$ cat src/fcd_pkg.sv
////////////////////////////////////////////////////////////////////////////////
// constants and carriers for the coefficient download controller
package fcd_pkg;

    // timing of the host side
    localparam int CLK_NS         = 40;                  // system clock period
    localparam int ICLK_NS        = 100;                 // device internal clock period
    localparam int ZERO_NS        = ICLK_NS / 2;         // slot zeroing time per coefficient
    localparam int ZERO_CYC_RAW   = (ZERO_NS + CLK_NS - 1) / CLK_NS;
    localparam int ZERO_CYC       = (ZERO_CYC_RAW < 1) ? 1 : ZERO_CYC_RAW;

    // device map and field layout
    localparam logic [15:0] CR1_ADDR      = 16'h0001;    // control register one address
    localparam int          CR1_DL_BIT    = 15;          // download-filter enable
    localparam int          CR1_RDST_BIT  = 11;          // read status select
    localparam int          CR1_LEN_LSB   = 5;           // tap_count_code position
    localparam int          STAT_GOOD_BIT = 7;           // coef_load_good_flag position
    localparam logic [5:0]  MAX_COEF      = 6'h30;       // 48 half-response slots
    localparam logic [5:0]  COEF_STEP     = 6'h06;       // coefficients per length step
    localparam int          MAG_W         = 26;          // magnitude bits
    localparam int          PAD_W         = 5;           // zero padding above the sign

    typedef enum logic [3:0] {
        ST_IDLE  = 4'b0000,
        ST_ADDR  = 4'b0001,
        ST_CTRL  = 4'b0010,
        ST_FETCH = 4'b0011,
        ST_HI    = 4'b0100,
        ST_LO    = 4'b0101,
        ST_CSUM  = 4'b0110,
        ST_ZWAIT = 4'b0111,
        ST_ADDR2 = 4'b1000,
        ST_STAT  = 4'b1001,
        ST_READ  = 4'b1010
    } fcd_state_type;

    // one coefficient in sign and magnitude form
    typedef struct packed {
        logic             sign;                          // 1 = negative
        logic [MAG_W-1:0] mag;
    } fcd_coef_type;

    // parallel bus pins driven by the host
    typedef struct packed {
        logic        cs_n;
        logic        wr_n;
        logic        rd_n;
        logic        oe;
        logic [15:0] data;
    } fcd_bus_type;

endpackage : fcd_pkg

$ cat src/fcd_host.sv
// Contract
// - coefficients are sign and 26-bit magnitude, sign one means negative.
// - host only loads 12 to 96 taps in steps of 12.
// - half as many coefficients as taps are sent; device mirrors them.
// - coefficients go from the symmetry point outward, stored in that order.
// - host scales low-pass half-response to sum 67108863 for unity gain.
// - each 27-bit coefficient is zero-padded to 32 bits, sent as two words.
// - first word is five zeros, sign, mag 25..16; second is mag 15..0.
// - checksum is 16-bit byte sum of all words, sent after last coefficient.
// - download starts by writing control one with enable and length code.
// - upper word then lower word per coefficient, then checksum word.
// - download-ok is read back from the status register or with data.
// - a register write is an address word then one data word.
// - control register one sits at address 0x0001.
`timescale 1ns/1ps
module fcd_host (
    input  wire logic                 clk_sys_i,             // system clock, 25 MHz
    input  wire logic                 nrst_i,                // async reset, active low
    input  wire logic                 start_i,               // one-cycle download request
    input  wire logic [3:0]           tap_count_code_i,      // filter length code
    input  wire logic [4:0]           ctrl_low_i,            // bypass and decimation bits kept
    input  wire logic                 coef_valid_i,          // coefficient offered
    input  wire fcd_pkg::fcd_coef_type coef_i,               // coefficient, centre outward
    output logic                      coef_ready_o,          // controller in fetch; coefficient taken this cycle if offered
    output logic                      busy_o,                // sequence running
    output logic                      done_o,                // one-cycle end pulse
    output logic                      coef_load_good_flag_o, // download verified
    output logic                      code_error_o,          // last request refused
    output fcd_pkg::fcd_bus_type      bus_o,                 // parallel bus drive
    input  wire logic [15:0]          data_i                 // parallel bus read level
);

    ////////////////////////////////////////////////////////////////////////////
    // state record
    typedef struct packed {
        fcd_pkg::fcd_state_type st;
        logic [1:0]             ph;      // bus phase
        logic [5:0]             idx;     // coefficients sent
        logic [5:0]             total;   // coefficients to send
        logic [15:0]            hw;      // upper word of current coefficient
        logic [15:0]            lw;      // lower word of current coefficient
        logic [15:0]            sum;     // running checksum
        logic [11:0]            zwait;   // slot zeroing countdown
        logic [15:0]            ctrl;    // control word in use
        fcd_pkg::fcd_bus_type   bus;
        logic                   sy1;     // status bit synchroniser stage one
        logic                   sy2;
        logic                   busy;
        logic                   done;
        logic                   good;
        logic                   err;
    } fcd_regs_type;

    fcd_regs_type r;
    fcd_regs_type next_r;

    // coefficients to send for an odd code: six per step
    function automatic logic [5:0] coef_count(input logic [3:0] code);
        coef_count = 6'((({3'b000, code[3:1]}) + 6'h01) * fcd_pkg::COEF_STEP);
    endfunction : coef_count

    // byte sum of both padded words, modulo 65536
    function automatic logic [15:0] byte_sum(input logic [15:0] a, input logic [15:0] b);
        logic [9:0] s;
        s = 10'(a[15:8]) + 10'(a[7:0]) + 10'(b[15:8]) + 10'(b[7:0]);
        byte_sum = {6'h00, s};
    endfunction : byte_sum

    logic bad_code;
    logic last_coef;
    assign bad_code  = (tap_count_code_i == 4'h0) || !tap_count_code_i[0];
    assign last_coef = (r.idx + 6'h01) == r.total;

    ////////////////////////////////////////////////////////////////////////////
    // sequencer: every bus cycle is four clocks, write strobe low for the first two, read strobe low for all four
    always_comb begin
        logic [15:0] word;
        word            = 16'h0000;
        next_r          = r;
        next_r.done     = 1'b0;
        next_r.sy1      = data_i[fcd_pkg::STAT_GOOD_BIT];
        next_r.sy2      = r.sy1;
        if (r.st != fcd_pkg::ST_IDLE && r.st != fcd_pkg::ST_FETCH &&
            r.st != fcd_pkg::ST_ZWAIT) begin
            next_r.ph = r.ph + 2'h1;
        end
        case (r.st)
            fcd_pkg::ST_IDLE: begin
                if (start_i) begin
                    if (bad_code) begin
                        next_r.err  = 1'b1;
                        next_r.done = 1'b1;
                    end else begin
                        next_r.ctrl = 16'h0000;
                        next_r.ctrl[fcd_pkg::CR1_DL_BIT] = 1'b1;
                        next_r.ctrl[fcd_pkg::CR1_LEN_LSB +: 4] = tap_count_code_i;
                        next_r.ctrl[4:0] = ctrl_low_i;
                        next_r.total = coef_count(tap_count_code_i);
                        next_r.idx   = 6'h00;
                        next_r.sum   = 16'h0000;
                        next_r.err   = 1'b0;
                        next_r.good  = 1'b0;
                        next_r.busy  = 1'b1;
                        next_r.ph    = 2'h0;
                        next_r.st    = fcd_pkg::ST_ADDR;
                    end
                end
            end
            fcd_pkg::ST_ADDR: begin
                if (r.ph == 2'h3) next_r.st = fcd_pkg::ST_CTRL;
            end
            fcd_pkg::ST_CTRL: begin
                if (r.ph == 2'h3) next_r.st = fcd_pkg::ST_FETCH;
            end
            fcd_pkg::ST_FETCH: begin
                // the coefficient source may stall here for as long as it likes
                if (coef_valid_i) begin
                    next_r.hw  = {{fcd_pkg::PAD_W{1'b0}}, coef_i.sign, coef_i.mag[25:16]};
                    next_r.lw  = coef_i.mag[15:0];
                    next_r.sum = r.sum + byte_sum({{fcd_pkg::PAD_W{1'b0}}, coef_i.sign,
                                                   coef_i.mag[25:16]}, coef_i.mag[15:0]);
                    next_r.ph  = 2'h0;
                    next_r.st  = fcd_pkg::ST_HI;
                end
            end
            fcd_pkg::ST_HI: begin
                if (r.ph == 2'h3) next_r.st = fcd_pkg::ST_LO;
            end
            fcd_pkg::ST_LO: begin
                if (r.ph == 2'h3) begin
                    next_r.idx = r.idx + 6'h01;
                    next_r.st  = last_coef ? fcd_pkg::ST_CSUM : fcd_pkg::ST_FETCH;
                end
            end
            fcd_pkg::ST_CSUM: begin
                if (r.ph == 2'h3) begin
                    next_r.zwait = 12'((fcd_pkg::MAX_COEF - r.total) * fcd_pkg::ZERO_CYC);
                    next_r.st    = fcd_pkg::ST_ZWAIT;
                end
            end
            fcd_pkg::ST_ZWAIT: begin
                if (r.zwait == 12'h000) begin
                    next_r.ph = 2'h0;
                    next_r.st = fcd_pkg::ST_ADDR2;
                end else begin
                    next_r.zwait = r.zwait - 12'h001;
                end
            end
            fcd_pkg::ST_ADDR2: begin
                if (r.ph == 2'h3) begin
                    next_r.ctrl[fcd_pkg::CR1_DL_BIT]   = 1'b0;
                    next_r.ctrl[fcd_pkg::CR1_RDST_BIT] = 1'b1;
                    next_r.st = fcd_pkg::ST_STAT;
                end
            end
            fcd_pkg::ST_STAT: begin
                if (r.ph == 2'h3) next_r.st = fcd_pkg::ST_READ;
            end
            fcd_pkg::ST_READ: begin
                // sy2 has seen the read level for two edges by phase three
                if (r.ph == 2'h3) begin
                    next_r.good = r.sy2;
                    next_r.busy = 1'b0;
                    next_r.done = 1'b1;
                    next_r.st   = fcd_pkg::ST_IDLE;
                end
            end
            default: next_r.st = fcd_pkg::ST_IDLE;
        endcase

        // bus pins follow the next state so strobes leave flip-flops clean
        case (next_r.st)
            fcd_pkg::ST_ADDR, fcd_pkg::ST_ADDR2: word = fcd_pkg::CR1_ADDR;
            fcd_pkg::ST_CTRL, fcd_pkg::ST_STAT:  word = next_r.ctrl;
            fcd_pkg::ST_HI:                      word = next_r.hw;
            fcd_pkg::ST_LO:                      word = next_r.lw;
            fcd_pkg::ST_CSUM:                    word = next_r.sum;
            default:                             word = 16'h0000;
        endcase
        next_r.bus.cs_n = 1'b1;
        next_r.bus.wr_n = 1'b1;
        next_r.bus.rd_n = 1'b1;
        next_r.bus.oe   = 1'b0;
        if (next_r.st == fcd_pkg::ST_READ) begin
            next_r.bus.cs_n = 1'b0;
            next_r.bus.rd_n = 1'b0;
        end else if (next_r.st != fcd_pkg::ST_IDLE && next_r.st != fcd_pkg::ST_FETCH &&
                     next_r.st != fcd_pkg::ST_ZWAIT) begin
            next_r.bus.cs_n = next_r.ph[1];
            next_r.bus.wr_n = next_r.ph[1];
            next_r.bus.oe   = (next_r.ph != 2'h3);  // data held past the rising strobe
            next_r.bus.data = word;
        end
    end

    ////////////////////////////////////////////////////////////////////////////
    // state register
    always_ff @(posedge clk_sys_i or negedge nrst_i) begin
        if (!nrst_i) begin
            r          <= '0;
            r.bus.cs_n <= 1'b1;
            r.bus.wr_n <= 1'b1;
            r.bus.rd_n <= 1'b1;
        end else begin
            r <= next_r;
        end
    end

    assign coef_ready_o          = (r.st == fcd_pkg::ST_FETCH);
    assign busy_o                = r.busy;
    assign done_o                = r.done;
    assign coef_load_good_flag_o = r.good;
    assign code_error_o          = r.err;
    assign bus_o                 = r.bus;
endmodule : fcd_host

$ cat config.mk
export PLATFORM = sky130hd
export DESIGN_NAME = fcd_host
export DESIGN_NICKNAME = d
export VERILOG_FILES = /design/src/fcd_pkg.sv /design/src/fcd_host.sv
export SDC_FILE = /design/constraint.sdc
export NUM_CORES = 1
export LEC_CHECK = 0
export ABC_AREA = 1
export BUFFER_PORTS_ARGS = -buffer_cell sky130_fd_sc_hd__buf_4
export CAP_MARGIN = 0
export CORE_MARGIN = 2
export CORE_UTILIZATION = 57
export DETAILED_ROUTE_END_ITERATION = 12
export PLACE_DENSITY = 0.83
export SYNTH_ARGS = -nofsm -noshare
export SYNTH_HDL_FRONTEND = slang
export SYNTH_SLANG_ARGS = --single-unit
$ cat constraint.sdc
create_clock -name clk_sys_i -period 5.8 [get_ports clk_sys_i]
set_input_delay 0.58 -clock clk_sys_i [delete_from_list [all_inputs] [get_ports clk_sys_i]]
set_output_delay 0.58 -clock clk_sys_i [all_outputs]
set_load 0.03 [all_outputs]
==> results of run 1 <==
==> state kept, by name, summed over array words and instances, names as in the netlist <==
| name | count |
|---|---|
| busy_o | 1 |
| next_r | 1 |
| code_error_o | 1 |
| coef_load_good_flag_o | 1 |
| done_o | 1 |
| bus_o | 20 |
| r | 94 |
==> cells in the mapped netlist (3+ instances only) <==
cell      count  area [sq um]
buf_4        23         172.7
nand3_1      45         225.2
nor3_1        4         20.02
a31oi_1       5         31.28
a22oi_1       5         37.54
nand4_1       6         37.54
nand3_2       5         50.05
inv_2        11         41.29
buf_6         3         33.78
xnor2_1       3         26.28
nor2_4        7         78.83
clkbuf_1     11         41.29
nand2_1     271          1017
nor2_2        4         25.02
ha_1         28         350.3
o22ai_1       4         25.02
inv_1       109         409.1
o21ai_0      64         320.3
nor2_1       69         259.0
nand2_4       8         90.09
nand2_2      17         106.4
or2_2         3         18.77
xor2_1       10         87.58
dfrtp_1     116          2903
fa_1         18         360.4
dfstp_2       3         78.83
a21oi_1      30         150.1
==> per-layer routing <==
metal / global-route usage / vias up / share of wire
li1: - / 2938 / -
met1: 0.3275 / 2920 / 0.41
met2: 0.4620 / 204 / 0.50
met3: 0.06694 / 55 / 0.054
met4: 0.1239 / 0 / 0.034
met5: 0 / - / 0
==> power breakdown <==
group          switching (uW)  internal (uW)
Sequential                191           1140
Clock                     391            783
Combinational            1380            673
==> cell type report <==
cell class / instances / area (sq um)
multi-input combinational: 626 / 3527
timing repair buffer: 66 / 495.5
clock inverter: 12 / 198.9
inverter: 122 / 460.4
sequential: 119 / 2982
clock buffer: 20 / 456.7
tap: 172 / 215.2
fill: 1039 / 4182
==> cells by family (layout without fill, tap and decap cells) <==
family,Yosys count,count (layout)
simple gates,445,445
compound gates,122,122
buf+inv,162,220
flops,119,119
xor+xnor,13,13
fa+ha+maj,46,46
==> through the flow <==
step           hold slack [ps]  worst slack, ps  area [sq um]  instances
4_1_cts                  248.7             2042          8335       1137
3_5_place_dp             336.3             1649          7680       1105
3_3_place_gp             334.7             1695          7680       1105
5_1_grt                  249.6             1853          8335       1137
6_report                 232.4             2030          8335       1137
2_1_floorplan            284.4             2133          7242        907
==> path summary, 6_finish.rpt <==
kind | from | to | slack [ps] | depth (start not counted)
setup reg to reg | r[58] | bus_o[15] | 2650 | 16
min in group clk_sys_i | data_i[7] | next_r[4] | 260 | 1
max in group asynchronous | nrst_i | r[88] | 4340 | 2
hold / removal | nrst_i | r[111] | 230 | 1
hold reg to reg | next_r[4] | r[4] | 350 | 0
setup / recovery | coef_i[17] | bus_o[15] | 2030 | 17
==> flow_summary.yaml, run 1 <==
die:
  start_util: 0.5786
  die_area_sq_mm: 0.01362
  pin_count: 81
  core-area_sq_mm: 0.01252
  dieWidth_microns: 116.7
  die_h_microns: 116.7
  rows: 41
critical_path:
  critPathSlowestCell: "fa_1"
  slowest_delay_ps: 530
  crit_fanout: 6
  timing.critical_path.arrival_ps: 4120
  required_ps: 6150
  crit_buf_inv: 3
  startpoint_type: "input port"
  crit_chain: "buf_4 -> inv_1 -> fa_1 -> fa_1 -> fa_1 -> inv_1 -> ha_1 -> fa_1 -> nand3_1 -> nand3_1 -> nand3_1 -> nand2_1 -> o21ai_0 -> nand2_1 -> nand2_1 -> nor2_1 -> nand2_1"
  crit_type: "in -> reg"
  critical-path-top-delay-family: "adder cells"
  cp-end-kind: "flip-flop"
finish:
  layout_commonest_cell: "nand2_1"
  layout_common_cells: "271 x nand2_1, 116 x dfrtp_1, 109 x inv_1"
  drive_gt1_frac: 0.1699
  num_antenna_cells: 0
  final_nets: 1054
  syn_to_final_growth_pct: 15.10
  final_util: 0.6659
grt:
  grt_pass1_vias: 6014
  grt_use_total: 0.2720
  grt_max_degree: 63
  antenna_found_initial: 0
  grt.overflow.total: 0
  grt_pass1_wl_microns: 28260
synthesis:
  synth_top_family_by_area: "simple AND/OR/NAND/NOR gates"
  synth_cell_types: 47
  async_flop_share: 1.000
  yosysWarnings: 0
  syn-mean-instance-area_sq_um: 7.985
  synth_mux_area_frac: 0
  syn_area_sq_mm: 0.007242
  syn_nets: 1009
  ys.flop_type: "dfrtp_1"
  synth_edf_count: 0
  synthSimpleGateAreaFrac: 0.2780
  synth_xor_area_frac: 0.01572
  synth-compound-area-share: 0.09520
  synth_fa_ha_area_frac: 0.09813
  netlist_instances: 907
  yosysSeqAreaShare: 0.4117
  synth-seq-cells: 119
sta:
  setup_tns_ps: 0
  skew_ps: 7.607
  rsz0062_at_grt: "no"
  min_period_ps: 3770
  hold_viol: 0
  slew-limit-headroom: 0.4836
  tightestPinTransition_ps: 774.7
  post-route-period-util: 0.6499
  slew_viol_final: 0
  max_freq_mhz: 265.3
  setup_viol: 0
cts:
  clk_latency_ps: 420
  cts_inserted_buffers: 17
  cts_hold_buf: 0
  cts_tree: "built"
  cts_resized: 0
  root_buffer: "clkbuf_16"
  postCtsSetupRepairBufs: 0
  path_clk_slew_ps: 50
  cts_sinks: 119
  h-tree-depth: 4
  cts_buffer_depth: 2
route:
  drc: 0
  vias: 6117
  routed_wl_microns: 17440
  drt_iter0_markers: 640
  drtAntennaViolNets: 0
  drt_pre_antenna_iters: 6
  viasPerCell: 5.380
  wl_per_cell_microns: 15.34
pwr:
  power_density_mw_per_mm2: 547.5
  power_uw: 4564
  ir_drop_uv: 262.7
  p_leak_uw: 0.004417
status:
  status: "finished, final reports clean"
placement:
  routabilityCongestion: 0.8923
  hpwl_microns: 12450
  port_buffers: 65
job:
  cap_violations: 0
min_path:
  hold_path_class: "in -> async"
Power figures use the tool's default switching activity.
==> run 2: changes to the inputs <==
==> constraint.sdc (replaced) <==
create_clock -name clk_sys_i -period 3.8 [get_ports clk_sys_i]
set_input_delay 0.38 -clock clk_sys_i [delete_from_list [all_inputs] [get_ports clk_sys_i]]
set_output_delay 0.38 -clock clk_sys_i [all_outputs]
set_load 0.03 [all_outputs]
==> flow_summary.yaml, run 2 (synthesis results as in run 1) <==
die:
  start_util: 0.5786
  die_h_microns: 116.7
  core-area_sq_mm: 0.01252
  dieWidth_microns: 116.7
  die_area_sq_mm: 0.01362
  rows: 41
  pin_count: 81
critical_path:
  required_ps: 4100
  crit_type: "in -> reg"
  crit_chain: "buf_4 -> inv_1 -> fa_1 -> fa_1 -> fa_1 -> inv_1 -> ha_1 -> fa_1 -> nand3_1 -> nand3_1 -> a21o_1 -> nand3_1 -> nand2_1 -> nand2_1 -> nand2_1 -> nor2_1 -> nand2_1"
  r2r-start: "r[58]"
  slowest_delay_ps: 520
  startpoint_type: "input port"
  crit_fanout: 6
  critPathSlowestCell: "fa_1"
  crit_buf_inv: 3
  cp-end-kind: "flip-flop"
  timing.critical_path.arrival_ps: 3810
  critical-path-top-delay-family: "adder cells"
  cp-startpoint: "coef_i[9]"
pwr:
  intPower_uw: 3696
  p_sw_uw: 2928
  p_leak_uw: 0.004383
  clockPowerShare: 0.219
  ir_drop_uv: 466.6
  p_sw_frac: 0.4420
  power_density_mw_per_mm2: 805.0
  power_frac_comb: 0.474
  seq_power_share: 0.308
  power_uw: 6624
sta:
  min_period_ps: 3510
  setup_viol: 0
  slew-limit-headroom: 0.5475
  post-route-period-util: 0.9238
  max_freq_mhz: 284.9
  tightestPinTransition_ps: 678.8
  rsz0062_at_grt: "no"
  hold_viol: 0
  whs_ps: 6.423
  slew_viol_final: 0
  skew_ps: 8.898
  setup_tns_ps: 0
  fin_ws_ps: 289.7
cts:
  cts_tree: "built"
  postCtsSetupRepairBufs: 0
  h-tree-depth: 4
  root_buffer: "clkbuf_16"
  clk_latency_ps: 410
  cts_inserted_buffers: 17
  cts_sinks: 119
  cts_buffer_depth: 2
  path_clk_slew_ps: 50
  cts_hold_buf: 0
  cts_resized: 0
finish:
  largest_reg_flops: 94
  layout_common_cells: "271 x nand2_1, 116 x dfrtp_1, 109 x inv_1"
  final_util: 0.6574
  regMostFlops: "r"
  layout_commonest_cell: "nand2_1"
  final_nets: 1056
  drive_gt1_frac: 0.1649
  syn_to_final_growth_pct: 13.63
  num_antenna_cells: 0
route:
  drtAntennaViolNets: 0
  wl_per_cell_microns: 15.13
  drt_pre_antenna_iters: 6
  drt_iter0_markers: 668
  routed_wl_microns: 17190
  vias: 6036
  viasPerCell: 5.313
  drc: 0
placement:
  routabilityCongestion: 0.9029
  place_ws_ps: -133.3
  hpwl_microns: 12410
  port_buffers: 65
grt:
  grt_use_total: 0.2694
  antenna_found_initial: 0
  grt_pass1_wl_microns: 27940
  grt_max_degree: 70
  grt.overflow.total: 0
  grt_pass1_vias: 5945
min_path:
  hold_path_class: "in -> async"
status:
  status: "finished, final reports clean"
job:
  cap_violations: 0
## run 2: changes by cell type in the layout (fill, tap and decap cells not counted), sizes merged
cell,delta
bufinv,-4
clkbuf,+4
clkinv,+1
clkinvlp,-4
buf,+2
## run 2: power groups by stage
stage	Clock (uW)	Sequential [uW]	Combinational, uW
after detailed placement	0	2040	3080
final	1450	2040	3140
after global placement	0	2020	2990
after global routing	1520	2080	3520
after CTS	1460	2030	3120
after floorplan	0	1980	2480
## run 2: per-layer routing
metal | global-route usage | vias up | wire length, microns
met2 | 0.4536 | 225 | 8574
met3 | 0.07369 | 47 | 1040
met4 | 0.1137 | 0 | 658
met1 | 0.3272 | 2823 | 6917
li1 | - | 2941 | -
met5 | 0 | - | 0
## run 2: cell type report
type,instances,area [sq um]
fillers,1066,4288
multi-input cells,626,3527
flip-flops and latches,119,2982
repair buffers,68,523.0
clock buffers,24,471.7
inverters,122,460.4
well taps,172,215.2
clock inverters,5,50.05
## run 2: final timing paths
kind	to	depth (start not counted)	slack, ps
min in group clk_sys_i	next_r[4]	1	70
setup reg to reg	bus_o[11]	16	650
setup / recovery	bus_o[11]	17	290
max in group asynchronous	bus_o[19]	2	2960
hold reg to reg	r[4]	0	350
hold / removal	r[113]	1	6
## run 2: per-stage QoR
| step | cell area [sq um] | cells |
|---|---|---|
| 6_report | 8229 | 1136 |
| 3_5_place_dp | 7707 | 1107 |
| 4_1_cts | 8229 | 1136 |
| 5_1_grt | 8229 | 1136 |
| 3_3_place_gp | 7707 | 1107 |
| 2_1_floorplan | 7242 | 907 |
